--- src/verilog/meter_host_pkg.sv ---
/*
   Constants for the metering host controller: register map, fields,
   timing, word counts. Assumes a 100 MHz ref_clk; the controller, receiver and bench import it.
*/
`default_nettype none
package meter_host_pkg;

   // ----------------------------------------------------------------
   // Clock and serial timing
   // ----------------------------------------------------------------
   localparam int CLK_HZ          = 100000000;
   localparam int SPI_MAX_HZ      = 2500000;
   // Half period rounded up so sclk never exceeds the maximum
   localparam int SCLK_HALF_CYC   = (CLK_HZ + 2 * SPI_MAX_HZ - 1)
                                    / (2 * SPI_MAX_HZ);
   localparam int TOGGLE_HOLD_NS  = 1000;
   localparam int TOGGLE_HOLD_CYC = (TOGGLE_HOLD_NS * (CLK_HZ / 1000000)
                                    + 999) / 1000;
   localparam int TOGGLE_COUNT    = 3;

   // ----------------------------------------------------------------
   // Frame layout
   // ----------------------------------------------------------------
   localparam int HDR_BITS   = 24;   // command byte plus 16-bit address
   localparam int FRAME_BITS = 56;   // header plus widest value
   localparam logic [6:0] CMD_UPPER = 7'h00; // differs from I2C address

   // ----------------------------------------------------------------
   // Register byte offsets
   // ----------------------------------------------------------------
   localparam logic [7:0] OFS_CTRL    = 8'h00;
   localparam logic [7:0] OFS_ADDR    = 8'h04;
   localparam logic [7:0] OFS_WDATA   = 8'h08;
   localparam logic [7:0] OFS_RDATA   = 8'h0c;
   localparam logic [7:0] OFS_STATUS  = 8'h10;
   localparam logic [7:0] OFS_CAPDATA = 8'h14;
   localparam logic [7:0] OFS_CAPCFG  = 8'h18;

   // CTRL fields
   localparam int CTRL_START  = 0;
   localparam int CTRL_READ   = 1;
   localparam int CTRL_WID_LO = 2;   // [3:2]: 0 = 8, 1 = 16, else 32 bits
   localparam int CTRL_SELECT = 4;   // run the three-toggle selection
   // STATUS fields
   localparam int ST_BUSY     = 0;
   localparam int ST_DONE     = 1;
   localparam int ST_SPISEL   = 2;
   localparam int ST_CAPNEW   = 3;
   localparam int ST_CAPIDX   = 4;   // [7:4]
   // CAPCFG fields
   localparam int CC_ENABLE   = 0;
   localparam int CC_POL      = 1;
   localparam int CC_SET_LO   = 2;   // [3:2]

   localparam logic [3:0] CAPCFG_RESET = 4'h0;

   // Words per capture frame for each word set
   localparam logic [4:0] WORDS_ALL   = 5'd16;
   localparam logic [4:0] WORDS_WAVE  = 5'd7;
   localparam logic [4:0] WORDS_POWER = 5'd9;

   localparam logic [1:0] RESP_OKAY   = 2'b00;
   localparam logic [1:0] RESP_SLVERR = 2'b10;

endpackage
`default_nettype wire

--- src/verilog/cap_if.sv ---
/*
   Controller core to capture receiver link.
   Assumes both ends run on ref_clk.
*/
`timescale 1ns/100ps
`default_nettype none
interface cap_if;
   logic        enable;     // Receiver armed
   logic        pol;        // Select active high when set
   logic [4:0]  limit;      // Words per frame
   logic [31:0] word;       // Last word completed
   logic [3:0]  index;      // Slot of that word
   logic        wordValid;  // One-cycle pulse per word

   modport ctl (output enable, output pol, output limit,
                input word, input index, input wordValid);
   modport rx  (input enable, input pol, input limit,
                output word, output index, output wordValid);
endinterface
`default_nettype wire

--- src/verilog/capture_receiver.sv ---
/*
   Capture port receiver: syncs select, clock and data pins, builds
   32-bit words MSB first on rising capture clock while select is
   active. Assumes capture clock at most 8 MHz.
*/
`timescale 1ns/100ps
`default_nettype none
module capture_receiver (
   // Clock and reset
   input  wire logic ref_clk,
   input  wire logic rst_n,
   // Capture pins from the device
   input  wire logic captureClock,
   input  wire logic captureData,
   input  wire logic captureSelect,
   // Controller side
   cap_if.rx         cap
);
   import meter_host_pkg::*;

   logic [2:0]  clkSync_r;
   logic [1:0]  datSync_r;
   logic [1:0]  selSync_r;
   logic [31:0] shift_r;
   logic [4:0]  bitCnt_r;
   logic [4:0]  slot_r;
   logic        active;
   logic        rise;

   // ----------------------------------------------------------------
   // Pin synchronisers
   // ----------------------------------------------------------------
   // Two stages per pin; third clock stage only finds edges
   always_ff @(posedge ref_clk or negedge rst_n) begin
      if (!rst_n) begin
         clkSync_r <= 3'h7;
         datSync_r <= 2'h3;
         selSync_r <= 2'h3;
      end else begin
         clkSync_r <= {clkSync_r[1:0], captureClock};
         datSync_r <= {datSync_r[0], captureData};
         selSync_r <= {selSync_r[0], captureSelect};
      end
   end

   // Select level follows the programmed polarity
   assign active = selSync_r[1] ^ ~cap.pol;
   // Receiver samples on the rising capture clock edge
   assign rise   = clkSync_r[1] & ~clkSync_r[2];

   // ----------------------------------------------------------------
   // Word assembly
   // ----------------------------------------------------------------
   // MSB first; 8-bit packages simply accumulate to 32 bits
   always_ff @(posedge ref_clk or negedge rst_n) begin
      if (!rst_n) begin
         shift_r       <= 32'h0;
         bitCnt_r      <= 5'h0;
         slot_r        <= 5'h0;
         cap.word      <= 32'h0;
         cap.index     <= 4'h0;
         cap.wordValid <= 1'b0;
      end else begin
         cap.wordValid <= 1'b0;
         if (!cap.enable) begin
            bitCnt_r <= 5'h0;
            slot_r   <= 5'h0;
         end else if (rise && active) begin   // Gaps idle select
            shift_r  <= {shift_r[30:0], datSync_r[1]};
            bitCnt_r <= bitCnt_r + 5'h1;
            if (bitCnt_r == 5'h1f) begin
               cap.word      <= {shift_r[30:0], datSync_r[1]};
               cap.index     <= slot_r[3:0];
               cap.wordValid <= 1'b1;
               // Frame length set by the word set
               slot_r <= (slot_r + 5'h1 >= cap.limit) ? 5'h0
                                                      : slot_r + 5'h1;
            end
         end
      end
   end

endmodule
`default_nettype wire

--- src/verilog/meter_spi_host.sv ---
/*
   Host controller for a polyphase metering device. Software programs it
   over AXI4-Lite; it selects the device's serial port with three select
   toggles, runs register reads and writes as serial-clock master, and
   receives the device's capture-port words. Assumes ref_clk at 100 MHz
   and that the testbench resolves the shared data wire from mosiOe.
*/
`timescale 1ns/100ps
`default_nettype none

// Summary of operation
// Drive data on falling, device samples rising
// Capture device data MSB first on rising
// Serial clock never above 2.5 MHz
// Device output idles high impedance
// Select held low for whole transfer
// Read back written registers to confirm
// Command bit 0 high requests read
// Command bit 0 low requests write
// Read data follows address without gap
// Raise select and clock after last bit
// Write value follows address, no idle clocks
// Capture port off until enabled
// Up to sixteen sign-extended 32-bit words
// Missing values arrive as zero words
// Capture port is master toward us
// Shared data and select pins high after reset
// Configure capture before enabling it
// Capture data sampled on rising clock
// Packages sent MSB first, 32 or 8 bits
// Optional seven-clock gaps between packages
// Word set chooses sixteen, seven or nine
// Word set 11 acts as 00
// Select polarity bit inverts active level
// Three select falls choose serial port
// Capture frame each sample period
// Data width follows addressed register; host takes it from the CTRL width field [3:2]
module meter_spi_host (
   // Clock and reset
   input  wire logic        ref_clk,
   input  wire logic        rst_n,
   // AXI4-Lite write address and data
   input  wire logic [7:0]  s_axi_awaddr,
   input  wire logic        s_axi_awvalid,
   output logic             s_axi_awready,
   input  wire logic [31:0] s_axi_wdata,
   input  wire logic [3:0]  s_axi_wstrb,
   input  wire logic        s_axi_wvalid,
   output logic             s_axi_wready,
   // AXI4-Lite write response
   output logic [1:0]       s_axi_bresp,
   output logic             s_axi_bvalid,
   input  wire logic        s_axi_bready,
   // AXI4-Lite read
   input  wire logic [7:0]  s_axi_araddr,
   input  wire logic        s_axi_arvalid,
   output logic             s_axi_arready,
   output logic [31:0]      s_axi_rdata,
   output logic [1:0]       s_axi_rresp,
   output logic             s_axi_rvalid,
   input  wire logic        s_axi_rready,
   // Serial port pins toward the device
   output logic             sclk,
   output logic             selectN,
   output logic             mosiOut,
   output logic             mosiOe,
   input  wire logic        miso,
   // Capture port pins from the device
   input  wire logic        captureClock,
   input  wire logic        captureData,
   input  wire logic        captureSelect
);
   import meter_host_pkg::*;

   typedef enum {S_IDLE, S_TOG_LO, S_TOG_HI, S_SETUP, S_LOW, S_HIGH,
                 S_END} state_t;

   state_t                  state_r;
   logic [15:0]             addr_r;
   logic [31:0]             wdata_r;
   logic [31:0]             rdata_r;
   logic [4:0]              ctrl_r;
   logic [3:0]              capCfg_r;
   logic                    done_r;
   logic                    spiSel_r;
   logic                    capNew_r;
   logic [31:0]             capWord_r;
   logic [3:0]              capIdx_r;
   logic [FRAME_BITS-1:0]   tx_r;
   logic [5:0]              bitCnt_r;
   logic [5:0]              totalBits_r;
   logic                    isRead_r;
   logic [7:0]              timer_r;
   logic [1:0]              togCnt_r;
   logic [1:0]              misoSync_r;
   logic                    wrFire;
   logic                    rdFire;
   logic                    startReq;
   logic                    selReq;
   logic [5:0]              dataBits;
   logic [31:0]             dataAligned;
   logic [7:0]              cmdByte;
   logic                    timerDone;
   logic [1:0]              wordSet;

   cap_if cap ();

   // ----------------------------------------------------------------
   // Capture receiver
   // ----------------------------------------------------------------
   // Port is off until software sets enable, and again once the serial port is selected
   assign cap.enable = capCfg_r[CC_ENABLE] & ~spiSel_r;
   assign cap.pol    = capCfg_r[CC_POL];
   assign wordSet    = capCfg_r[CC_SET_LO +: 2];
   // Reserved 11 treated as 00
   assign cap.limit  = (wordSet == 2'b01) ? WORDS_WAVE :
                       (wordSet == 2'b10) ? WORDS_POWER : WORDS_ALL;

   capture_receiver u_rx (
      .ref_clk       (ref_clk),
      .rst_n         (rst_n),
      .captureClock  (captureClock),
      .captureData   (captureData),
      .captureSelect (captureSelect),
      .cap           (cap)
   );

   // Latest word and slot; zero words pass as sent
   always_ff @(posedge ref_clk or negedge rst_n) begin
      if (!rst_n) begin
         capWord_r <= 32'h0;
         capIdx_r  <= 4'h0;
      end else if (cap.wordValid) begin
         capWord_r <= cap.word;
         capIdx_r  <= cap.index;
      end
   end

   // ----------------------------------------------------------------
   // AXI4-Lite slave
   // ----------------------------------------------------------------
   // Address and data taken together
   assign s_axi_awready = s_axi_awvalid & s_axi_wvalid & ~s_axi_bvalid;
   assign s_axi_wready  = s_axi_awready;
   assign wrFire        = s_axi_awready;
   assign s_axi_arready = ~s_axi_rvalid;
   assign rdFire        = s_axi_arvalid & s_axi_arready;

   function automatic logic [31:0] merge(input logic [31:0] old,
                                         input logic [31:0] nw,
                                         input logic [3:0]  strb);
      logic [31:0] res;
      res = old;
      for (int i = 0; i < 4; i++) begin
         if (strb[i]) begin
            res[8*i +: 8] = nw[8*i +: 8];
         end
      end
      return res;
   endfunction

   // Write response; unmapped offsets answer SLVERR
   always_ff @(posedge ref_clk or negedge rst_n) begin
      if (!rst_n) begin
         s_axi_bvalid <= 1'b0;
         s_axi_bresp  <= RESP_OKAY;
      end else if (wrFire) begin
         s_axi_bvalid <= 1'b1;
         if (s_axi_awaddr <= OFS_CAPCFG && s_axi_awaddr[1:0] == 2'b00) begin
            s_axi_bresp <= RESP_OKAY;
         end else begin
            s_axi_bresp <= RESP_SLVERR;
         end
      end else if (s_axi_bready) begin
         s_axi_bvalid <= 1'b0;
      end
   end

   // Control register writes
   assign startReq = wrFire && s_axi_awaddr == OFS_CTRL && s_axi_wstrb[0]
                     && s_axi_wdata[CTRL_START] && state_r == S_IDLE;
   assign selReq   = wrFire && s_axi_awaddr == OFS_CTRL && s_axi_wstrb[0]
                     && s_axi_wdata[CTRL_SELECT] && state_r == S_IDLE;

   always_ff @(posedge ref_clk or negedge rst_n) begin
      if (!rst_n) begin
         ctrl_r   <= 5'h0;
         addr_r   <= 16'h0;
         wdata_r  <= 32'h0;
         capCfg_r <= CAPCFG_RESET;
      end else if (wrFire) begin
         if (s_axi_awaddr == OFS_CTRL && state_r == S_IDLE) begin
            ctrl_r <= 5'(merge({27'h0, ctrl_r}, s_axi_wdata, s_axi_wstrb));
         end else if (s_axi_awaddr == OFS_ADDR) begin
            addr_r <= 16'(merge({16'h0, addr_r}, s_axi_wdata, s_axi_wstrb));
         end else if (s_axi_awaddr == OFS_WDATA) begin
            wdata_r <= merge(wdata_r, s_axi_wdata, s_axi_wstrb);
         end else if (s_axi_awaddr == OFS_CAPCFG) begin
            capCfg_r <= 4'(merge({28'h0, capCfg_r}, s_axi_wdata,
                                 s_axi_wstrb));
         end
      end
   end

   // Sticky flags: hardware set wins over write-one clear
   always_ff @(posedge ref_clk or negedge rst_n) begin
      if (!rst_n) begin
         done_r   <= 1'b0;
         capNew_r <= 1'b0;
      end else begin
         if (state_r == S_END || (state_r == S_TOG_HI && timerDone
                                  && togCnt_r == 2'(TOGGLE_COUNT - 1))) begin
            done_r <= 1'b1;
         end else if (wrFire && s_axi_awaddr == OFS_STATUS
                      && s_axi_wstrb[0] && s_axi_wdata[ST_DONE]) begin
            done_r <= 1'b0;
         end
         if (cap.wordValid) begin
            capNew_r <= 1'b1;
         end else if (wrFire && s_axi_awaddr == OFS_STATUS
                      && s_axi_wstrb[0] && s_axi_wdata[ST_CAPNEW]) begin
            capNew_r <= 1'b0;
         end
      end
   end

   // Read data, one cycle after the address
   always_ff @(posedge ref_clk or negedge rst_n) begin
      if (!rst_n) begin
         s_axi_rvalid <= 1'b0;
         s_axi_rdata  <= 32'h0;
         s_axi_rresp  <= RESP_OKAY;
      end else if (rdFire) begin
         s_axi_rvalid <= 1'b1;
         s_axi_rresp  <= RESP_OKAY;
         if (s_axi_araddr == OFS_CTRL) begin
            s_axi_rdata <= {27'h0, ctrl_r};
         end else if (s_axi_araddr == OFS_ADDR) begin
            s_axi_rdata <= {16'h0, addr_r};
         end else if (s_axi_araddr == OFS_WDATA) begin
            s_axi_rdata <= wdata_r;
         end else if (s_axi_araddr == OFS_RDATA) begin
            s_axi_rdata <= rdata_r;
         end else if (s_axi_araddr == OFS_STATUS) begin
            s_axi_rdata <= {24'h0, capIdx_r, capNew_r, spiSel_r, done_r,
                            state_r != S_IDLE};
         end else if (s_axi_araddr == OFS_CAPDATA) begin
            s_axi_rdata <= capWord_r;
         end else if (s_axi_araddr == OFS_CAPCFG) begin
            s_axi_rdata <= {28'h0, capCfg_r};
         end else begin
            s_axi_rdata <= 32'h0;
            s_axi_rresp <= RESP_SLVERR;
         end
      end else if (s_axi_rready) begin
         s_axi_rvalid <= 1'b0;
      end
   end

   // ----------------------------------------------------------------
   // Serial transfer engine
   // ----------------------------------------------------------------
   // Value width from the CTRL width field [3:2], not the addressed register
   always_comb begin
      case (s_axi_wdata[CTRL_WID_LO +: 2])
         2'b00: begin
            dataBits    = 6'd8;
            dataAligned = {wdata_r[7:0], 24'h0};
         end
         2'b01: begin
            dataBits    = 6'd16;
            dataAligned = {wdata_r[15:0], 16'h0};
         end
         default: begin
            dataBits    = 6'd32;
            dataAligned = wdata_r;
         end
      endcase
   end

   // Upper bits fixed, bit 0 selects read or write
   assign cmdByte   = {CMD_UPPER, s_axi_wdata[CTRL_READ]};
   assign timerDone = (timer_r == 8'h0);

   // MISO passes two flops before sampling
   always_ff @(posedge ref_clk or negedge rst_n) begin
      if (!rst_n) begin
         misoSync_r <= 2'h0;
      end else begin
         misoSync_r <= {misoSync_r[0], miso};
      end
   end

   // Transfer and port-selection state machine
   always_ff @(posedge ref_clk or negedge rst_n) begin
      if (!rst_n) begin
         state_r     <= S_IDLE;
         sclk        <= 1'b1;
         selectN     <= 1'b1;   // Shared pins idle high
         mosiOut     <= 1'b0;
         mosiOe      <= 1'b0;
         tx_r        <= '0;
         bitCnt_r    <= 6'h0;
         totalBits_r <= 6'h0;
         isRead_r    <= 1'b0;
         rdata_r     <= 32'h0;
         timer_r     <= 8'h0;
         togCnt_r    <= 2'h0;
         spiSel_r    <= 1'b0;
      end else begin
         if (!timerDone) begin
            timer_r <= timer_r - 8'h1;
         end
         case (state_r)
            S_IDLE: begin
               if (startReq) begin
                  tx_r        <= {cmdByte, addr_r, dataAligned};
                  totalBits_r <= 6'(HDR_BITS) + dataBits;
                  isRead_r    <= s_axi_wdata[CTRL_READ];
                  rdata_r     <= 32'h0;
                  bitCnt_r    <= 6'h0;
                  selectN     <= 1'b0;
                  mosiOe      <= 1'b1;
                  timer_r     <= 8'(SCLK_HALF_CYC - 1);
                  state_r     <= S_SETUP;
               end else if (selReq) begin
                  // Three select falls pick the port
                  togCnt_r <= 2'h0;
                  selectN  <= 1'b0;
                  timer_r  <= 8'(TOGGLE_HOLD_CYC - 1);
                  state_r  <= S_TOG_LO;
               end
            end
            S_TOG_LO: begin
               if (timerDone) begin
                  selectN <= 1'b1;
                  timer_r <= 8'(TOGGLE_HOLD_CYC - 1);
                  state_r <= S_TOG_HI;
               end
            end
            S_TOG_HI: begin
               if (timerDone) begin
                  if (togCnt_r == 2'(TOGGLE_COUNT - 1)) begin
                     spiSel_r <= 1'b1;
                     state_r  <= S_IDLE;
                  end else begin
                     togCnt_r <= togCnt_r + 2'h1;
                     selectN  <= 1'b0;
                     timer_r  <= 8'(TOGGLE_HOLD_CYC - 1);
                     state_r  <= S_TOG_LO;
                  end
               end
            end
            S_SETUP, S_HIGH: begin
               if (timerDone) begin
                  // Device data sampled late in the high half
                  if (state_r == S_HIGH && isRead_r
                      && bitCnt_r > 6'(HDR_BITS)) begin
                     rdata_r <= {rdata_r[30:0], misoSync_r[1]};
                  end
                  if (state_r == S_HIGH && bitCnt_r == totalBits_r) begin
                     state_r <= S_END;
                  end else begin
                     // Falling edge launches next bit, no idle cycle
                     sclk     <= 1'b0;
                     mosiOut  <= tx_r[FRAME_BITS-1];
                     tx_r     <= {tx_r[FRAME_BITS-2:0], 1'b0};
                     bitCnt_r <= bitCnt_r + 6'h1;
                     timer_r  <= 8'(SCLK_HALF_CYC - 1);
                     state_r  <= S_LOW;
                  end
               end
            end
            S_LOW: begin
               if (timerDone) begin
                  sclk    <= 1'b1;   // Rising edge: device samples
                  timer_r <= 8'(SCLK_HALF_CYC - 1);
                  state_r <= S_HIGH;
               end
            end
            S_END: begin
               // End of frame: select high, data released
               selectN <= 1'b1;
               sclk    <= 1'b1;
               mosiOe  <= 1'b0;
               mosiOut <= 1'b0;
               state_r <= S_IDLE;
            end
            default: begin
               state_r <= S_IDLE;
            end
         endcase
      end
   end

endmodule
`default_nettype wire

--- config.mk ---
export PLATFORM = sky130hd
export DESIGN_NAME = meter_spi_host
export DESIGN_NICKNAME = d
export VERILOG_FILES = /design/src/verilog/meter_host_pkg.sv /design/src/verilog/cap_if.sv /design/src/verilog/capture_receiver.sv /design/src/verilog/meter_spi_host.sv
export SDC_FILE = /design/constraint.sdc
export NUM_CORES = 1
export LEC_CHECK = 0
export ABC_AREA = 1
export BUFFER_PORTS_ARGS = -buffer_cell sky130_fd_sc_hd__buf_2
export CORE_MARGIN = 2
export CORE_UTILIZATION = 30
export CTS_CLUSTER_SIZE = 8
export DETAILED_ROUTE_END_ITERATION = 10
export GPL_TIMING_DRIVEN = 0
export SYNTH_ARGS = -nofsm -noshare
export SYNTH_HDL_FRONTEND = slang
export SYNTH_SLANG_ARGS = --single-unit
--- constraint.sdc ---
create_clock -name ref_clk -period 3.12 [get_ports ref_clk]
set_input_delay 0.156 -clock ref_clk [delete_from_list [all_inputs] [get_ports ref_clk]]
set_output_delay 0.156 -clock ref_clk [all_outputs]
set_load 0.1 [all_outputs]
# Word-level counts from Yosys, hierarchy flattened
# Index checks and enable logic that the tools add are counted.
# op_classes
bitwise_logic	14
n_addsub	6
muxes	86
n_reduce_logical	59
shifts	0
multipliers	0
n_lt_le_gt_ge	3
eq_ne	38
n_div	0
# ops
operator	n
$mux 32	15
$mux 56	3
$pmux 32 s5	1
$eq 32x3->1 const B	4
$pmux 32 s2	2
$pmux 56 s2	1
$mux 8	9
$eq 32x2->1 const B	2
$eq 32x4->1 const B	2
$logic_not 32->1	2
$eq 8x5->1 const B	5
$mux 5	8
$pmux 8 s5	1
$reduce_and 5->1	7
$eq 32x1->1 const B	1
$reduce_bool 32->1	1
$mux 2	13
$eq 8x4->1 const B	3
$logic_not 8->1	3
$ne 2x2->1 const B	12
$pmux 6 s2	2
$mux 1	22
$reduce_and 4->1	5
$logic_and 1x1->1	18
other kinds (32)	64
# totals
memories	0
ramBits	0
mem_bits_ro	0
out_inout_bits	45
inputBits	63
word_cells	246
latchBits	0
register_bits	368

# Depth between registers and ports, before layout
# logic_depth
depth_word	9
depth_mapped	13
depth_no_buf	12

# Cells and area by module
# A second synthesis with hierarchy kept.
# hier_totals
hier_cells	1969
hier_area_um2	15787.6
# modules_own_cells
module	instances	area_each_um2	seq_area_each_um2	cells_each
meter_spi_host	1	12309.3	6233.5	1586
capture_receiver	1	3478.3	2135.8	383

# Worst setup path after synthesis
# Ideal clock, no wire load.
# synth_timing
path_kind	register -> register
start	register s_axi_rvalid
end	register s_axi_rvalid
synth_period_minus_slack_ns	2.736
t_required_ns	2.959
setup_slack_ns	0.384
stages_incl_launch_ff	6
arrival_time_ns	2.575
n_path_buf	2
setup_time_ns	0.161
cell_sequence	dfrtp_1 -> inv_1 -> nand2_1 -> clkbuf_1 -> clkbuf_1 -> o21ai_0
# synth_via
elab_chain_len	3
word_cells_on_any_way	4
# synth_lines
element	line_no	text
start, declared	meter_spi_host.sv:60	output logic s_axi_rvalid,
start signal, assigned	meter_spi_host.sv:230	s_axi_rvalid <= 1'b0;
start signal, assigned	meter_spi_host.sv:234	s_axi_rvalid <= 1'b1;
start signal, assigned	meter_spi_host.sv:256	s_axi_rvalid <= 1'b0;
$not 1->1 (*)	meter_spi_host.sv:146	assign s_axi_arready = ~s_axi_rvalid;
via s_axi_arready	meter_spi_host.sv:57	output logic s_axi_arready,
$and 1x1->1 (*)	meter_spi_host.sv:147	assign rdFire = s_axi_arvalid & s_axi_arready;
$mux 1 / $reduce_bool 2->1 (equally long branches)	n/a	
# Mark *: on every way through the listed nets, which the timed path passes. The rest lies on a longest branch.
# A chain may end at the register's enable or synchronous reset.

# Final worst setup path
# layout_timing
start	input port s_axi_wdata[2]
end	register tx_r[31]
# layout_via
elab_chain_len	4
word_cells_on_any_way	5
# layout_lines
element	line_no	text
start, declared	meter_spi_host.sv:46	input wire logic [31:0] s_axi_wdata,
$eq 2x1->1 / $logic_not 2->1 (equally long branches)	meter_spi_host.sv:265	case (s_axi_wdata[CTRL_WID_LO +: 2])
$pmux 32 s2 (*)	meter_spi_host.sv:265	
$mux 56 (*)	meter_spi_host.sv:316	if (startReq) begin
$pmux 56 s2 (*)	meter_spi_host.sv:314	case (state_r)
end signal, assigned	meter_spi_host.sv:317	tx_r <= {cmdByte, addr_r, dataAligned};
end signal, assigned	meter_spi_host.sv:367	tx_r <= {tx_r[FRAME_BITS-2:0], 1'b0};
end, declared	meter_spi_host.sv:89	logic [FRAME_BITS-1:0] tx_r;
# Every way passes the cells marked *; elsewhere a longest branch is shown, timed or not. The select of a mux whose other input is x is not followed.

==> impl_metrics.py <==
metrics = {
    "run_status": {
        "outcome": "complete, no violations",
    },
    "job": {
        "cap_viol_max_count": 0,
    },
    "clock_tree": {
        "number_of_clock_sinks": 334,
        "cts_tree": "done",
        "tritoncts_buffer_count": 47,
        "clkSlewWorstSetupHoldPaths_ns": 0.05,
        "clk_latency_ns": 0.59,
        "clockRootBuffer": "clkbuf_16",
        "post_cts_buffers": 0,
        "cts.htree.levels": 2,
        "ctsLongestPathBuffers": 3,
    },
    "route": {
        "first_iter_violations": 956,
        "dr_total_vias": 13700,
        "post_drt_via_cell_ratio": 4.61,
        "drt_pass1_iterations": 5,
        "drtAntennaViolNets": 0,
        "wl_um": 45700,
        "drc": 0,
        "post_drt_wl_per_cell_um": 15.3,
    },
    "place": {
        "gpl.final_weighted_congestion": 0.874,
        "hpwlAfterDp_um": 34200,
        "numPlacedInstances": 2848,
        "numPortBuffers": 103,
        "pre_cts_ws_ns": 0.358,
        "placed_cell_areas_sq_um": 17500,
    },
    "setup_path": {
        "worst_setup_path_start_kind": "primary input",
        "cpMaxStageDelayCell": "dlygate4sd3_1",
        "critPathMaxFanout": 10,
        "worst_ep_required_time_ns": 3.65,
        "timing.setup.critical_path_class": "primary input to flip-flop",
        "crit_path_cell_chain": "dlygate4sd3_1 > buf_2 > inv_1 > nor2_2 > inv_1 > ha_1 > clkbuf_1 > inv_1 > clkbuf_1 > nand3_1 > o211ai_1 > nand2_1 > nand2_1 > nand2_1 > nand2_1",
        "cp_num_buf_inv": 7,
        "critical-path-max-stage-delay_ns": 0.52,
        "path_common_cell": "nand2_1",
        "critPathCaptureType": "flip-flop",
        "cp.arrival_ns": 3.30,
        "path_delay_family": "buffers and inverters",
    },
    "final_layout": {
        "number_of_nets_in_the_layout": 2349,
        "drive_above_1_share_pct": 11.0,
        "num-fill-cells": 5373,
        "stdcell_count": 2976,
        "syn2layout_area_growth_pct": 21.1,
        "finish.instance_area_sq_um": 19400,
    },
    "sta": {
        "final_period_minus_worst_setup_slack_ns": 2.77,
        "grt_setup_unrepaired": "false",
        "final-setup-viol-count": 0,
        "worstMarginPinSlew_ns": 0.726,
        "clock-skew-final_ns": 0.0276,
        "final.setup.worst_slack_ns": 0.353,
        "finalCritPeriodShare_pct": 88.7,
        "timing.final.hold_violations": 0,
        "maxSlewHeadroom_pct": 51.4,
        "slew_violations": 0,
        "max_clock_freq_mhz": 361,
        "setup-tns-final_ns": 0,
    },
    "global_route": {
        "grt_antenna_before_repair": 1,
        "grt_pass1_vias": 14000,
        "grt_start_max_net_pins": 106,
        "global_route.overflow_total": 0,
        "grt_first_pass_wirelength_um": 74200,
        "grtUsageTotal_pct": 16.7,
    },
    "logic_synthesis": {
        "synthDominantAreaCellType": "dfrtp_1",
        "ys_seq_area_share_pct": 52.3,
        "synth.most_common_cell": "nand2_1",
        "synthTopCellsByArea": "dfrtp_1 (51%), nand2_1 (21%), o21ai_0 (4.8%)",
        "cell_variety_after_synth": 40,
        "synth_warnings": 0,
        "postSynthCellCount": 2053,
        "syn-cell-area_sq_um": 16000,
        "dominantRegCellSynth": "dfrtp_1",
        "synth_top_cell_area_share_pct": 50.9,
        "edff_count_synth": 0,
        "synth_top_cells_by_count": "nand2_1 (889), dfrtp_1 (325), inv_1 (181)",
        "synth_seq_cells": 334,
        "syn_area_per_cell_sq_um": 7.79,
        "async_flop_share_pct": 100,
    },
    "power": {
        "powerDensity_nw_per_um2": 676,
        "leakage_uw": 0.00990,
        "finalPower_uw": 13100,
        "vdd.ir_drop.worst_uv": 360,
    },
    "floorplanning": {
        "dieWidth_um": 235,
        "placement_rows": 84,
        "io_pins": 108,
        "fp.dieArea_sq_um": 55200,
        "floorplan.core_area_sq_um": 52700,
        "die_h_um": 235,
        "start_util_pct": 30.4,
    },
    "worst_hold_path": {
        "hold_class": "primary input to async pin",
    },
}
==> through the flow <==
stage / hold slack, ns / util, %
after global routing: 0.0495 / 36.8
after CTS: 0.00370 / 36.8
after detailed placement: 0.0448 / 33.2
final: 0.0272 / 36.8
after global placement: 0.264 / 33.0
after floorplan: -0.140 / -
==> logic make-up after synthesis <==
| logic type | Yosys count | share of synthesized area, % |
|---|---|---|
| simple gates | 1168 | 29.9 |
| flops | 334 | 52.3 |
| buf+inv | 286 | 7.46 |
| compound gates | 233 | 8.14 |
| fa+ha+maj | 17 | 1.33 |
| xor+xnor | 14 | 0.767 |
| other cells | 1 | 0.0234 |
==> layout make-up <==
cell class	count	area, sq um	share of cell area [%]
Sequential cell	334	8370	43.2
Multi-Input combinational cell	1434	6430	33.2
Clock buffer	64	1250	6.45
Timing Repair Buffer	166	1210	6.24
Tap cell	688	861	4.44
Inverter	195	732	3.78
Buffer	91	462	2.38
Clock inverter	3	55.1	0.284
Antenna cell	1	2.50	0.0129
==> power by group <==
group | switching (uW) | leakage, uW | internal (uW)
Combinational | 2490 | 0.00478 | 1010
Sequential | 241 | 0.00449 | 4710
Clock | 1890 | 0.000628 | 2760
==> path summary, 6_finish.rpt <==
path                                      start         endpoint  slack, ns  depth (start not counted)
worst max-delay path             s_axi_wdata[2]         tx_r[31]       0.35                         15
worst min-delay path                      rst_n     s_axi_bvalid       0.03                          2
worst max register to register     s_axi_bvalid      wdata_r[22]       0.65                          7
worst min register to register    misoSync_r[0]    misoSync_r[1]       0.35                          0
max in group asynchronous                 rst_n  s_axi_rdata[26]       1.88                          4
min in group ref_clk            s_axi_awaddr[5]   s_axi_bresp[1]       0.06                          7
==> worst reg2reg max path, cell delays in order (launching register included) <==
cell           delay (ns)
dfrtp_1              0.38
inv_1                0.10
nand3_1              0.17
nor3_4               0.65
buf_2                0.33
nand3_1              0.13
dlygate4sd3_1        0.59
nand2_1              0.07
==> per-layer routing <==
layer / share of wire [%] / track usage (%)
met3: 4.6 / 2.82
met2: 49 / 28.9
met1: 43 / 20.3
met5: 0 / 0
met4: 3.8 / 7.46
==> flip-flops by register name (all words and copies together), names as in the netlist, 4 cells and up <==
name            flops
addr_r             16
bitCnt_r            6
capCfg_r            4
capIdx_r            4
capWord_r          32
ctrl_r              5
rdata_r            32
s_axi_rdata        32
timer_r             8
tx_r               56
u_rx.bitCnt_r       5
u_rx.cap.index      4
u_rx.cap.word      32
u_rx.shift_r       31
u_rx.slot_r         5
wdata_r            32
==> cell usage in the layout (no fill, tap or decap), types with 17 or more instances in the layout <==
master,n
nor2_1,99
nand2_1,889
inv_1,181
o211ai_1,27
clkbuf_16,47
nand4_1,19
buf_2,129
a21oi_1,19
dlygate4sd3_1,60
dfrtp_1,325
nand3_1,117
clkbuf_1,63
o21ai_0,153
ha_1,17
==> repair_timing <==
item	4_1_cts	5_1_grt
endpoints found under the hold margin	290	0
hold buffers	60	0
resized for setup	0	0
No activity file was read; power rests on OpenSTA's default activity.
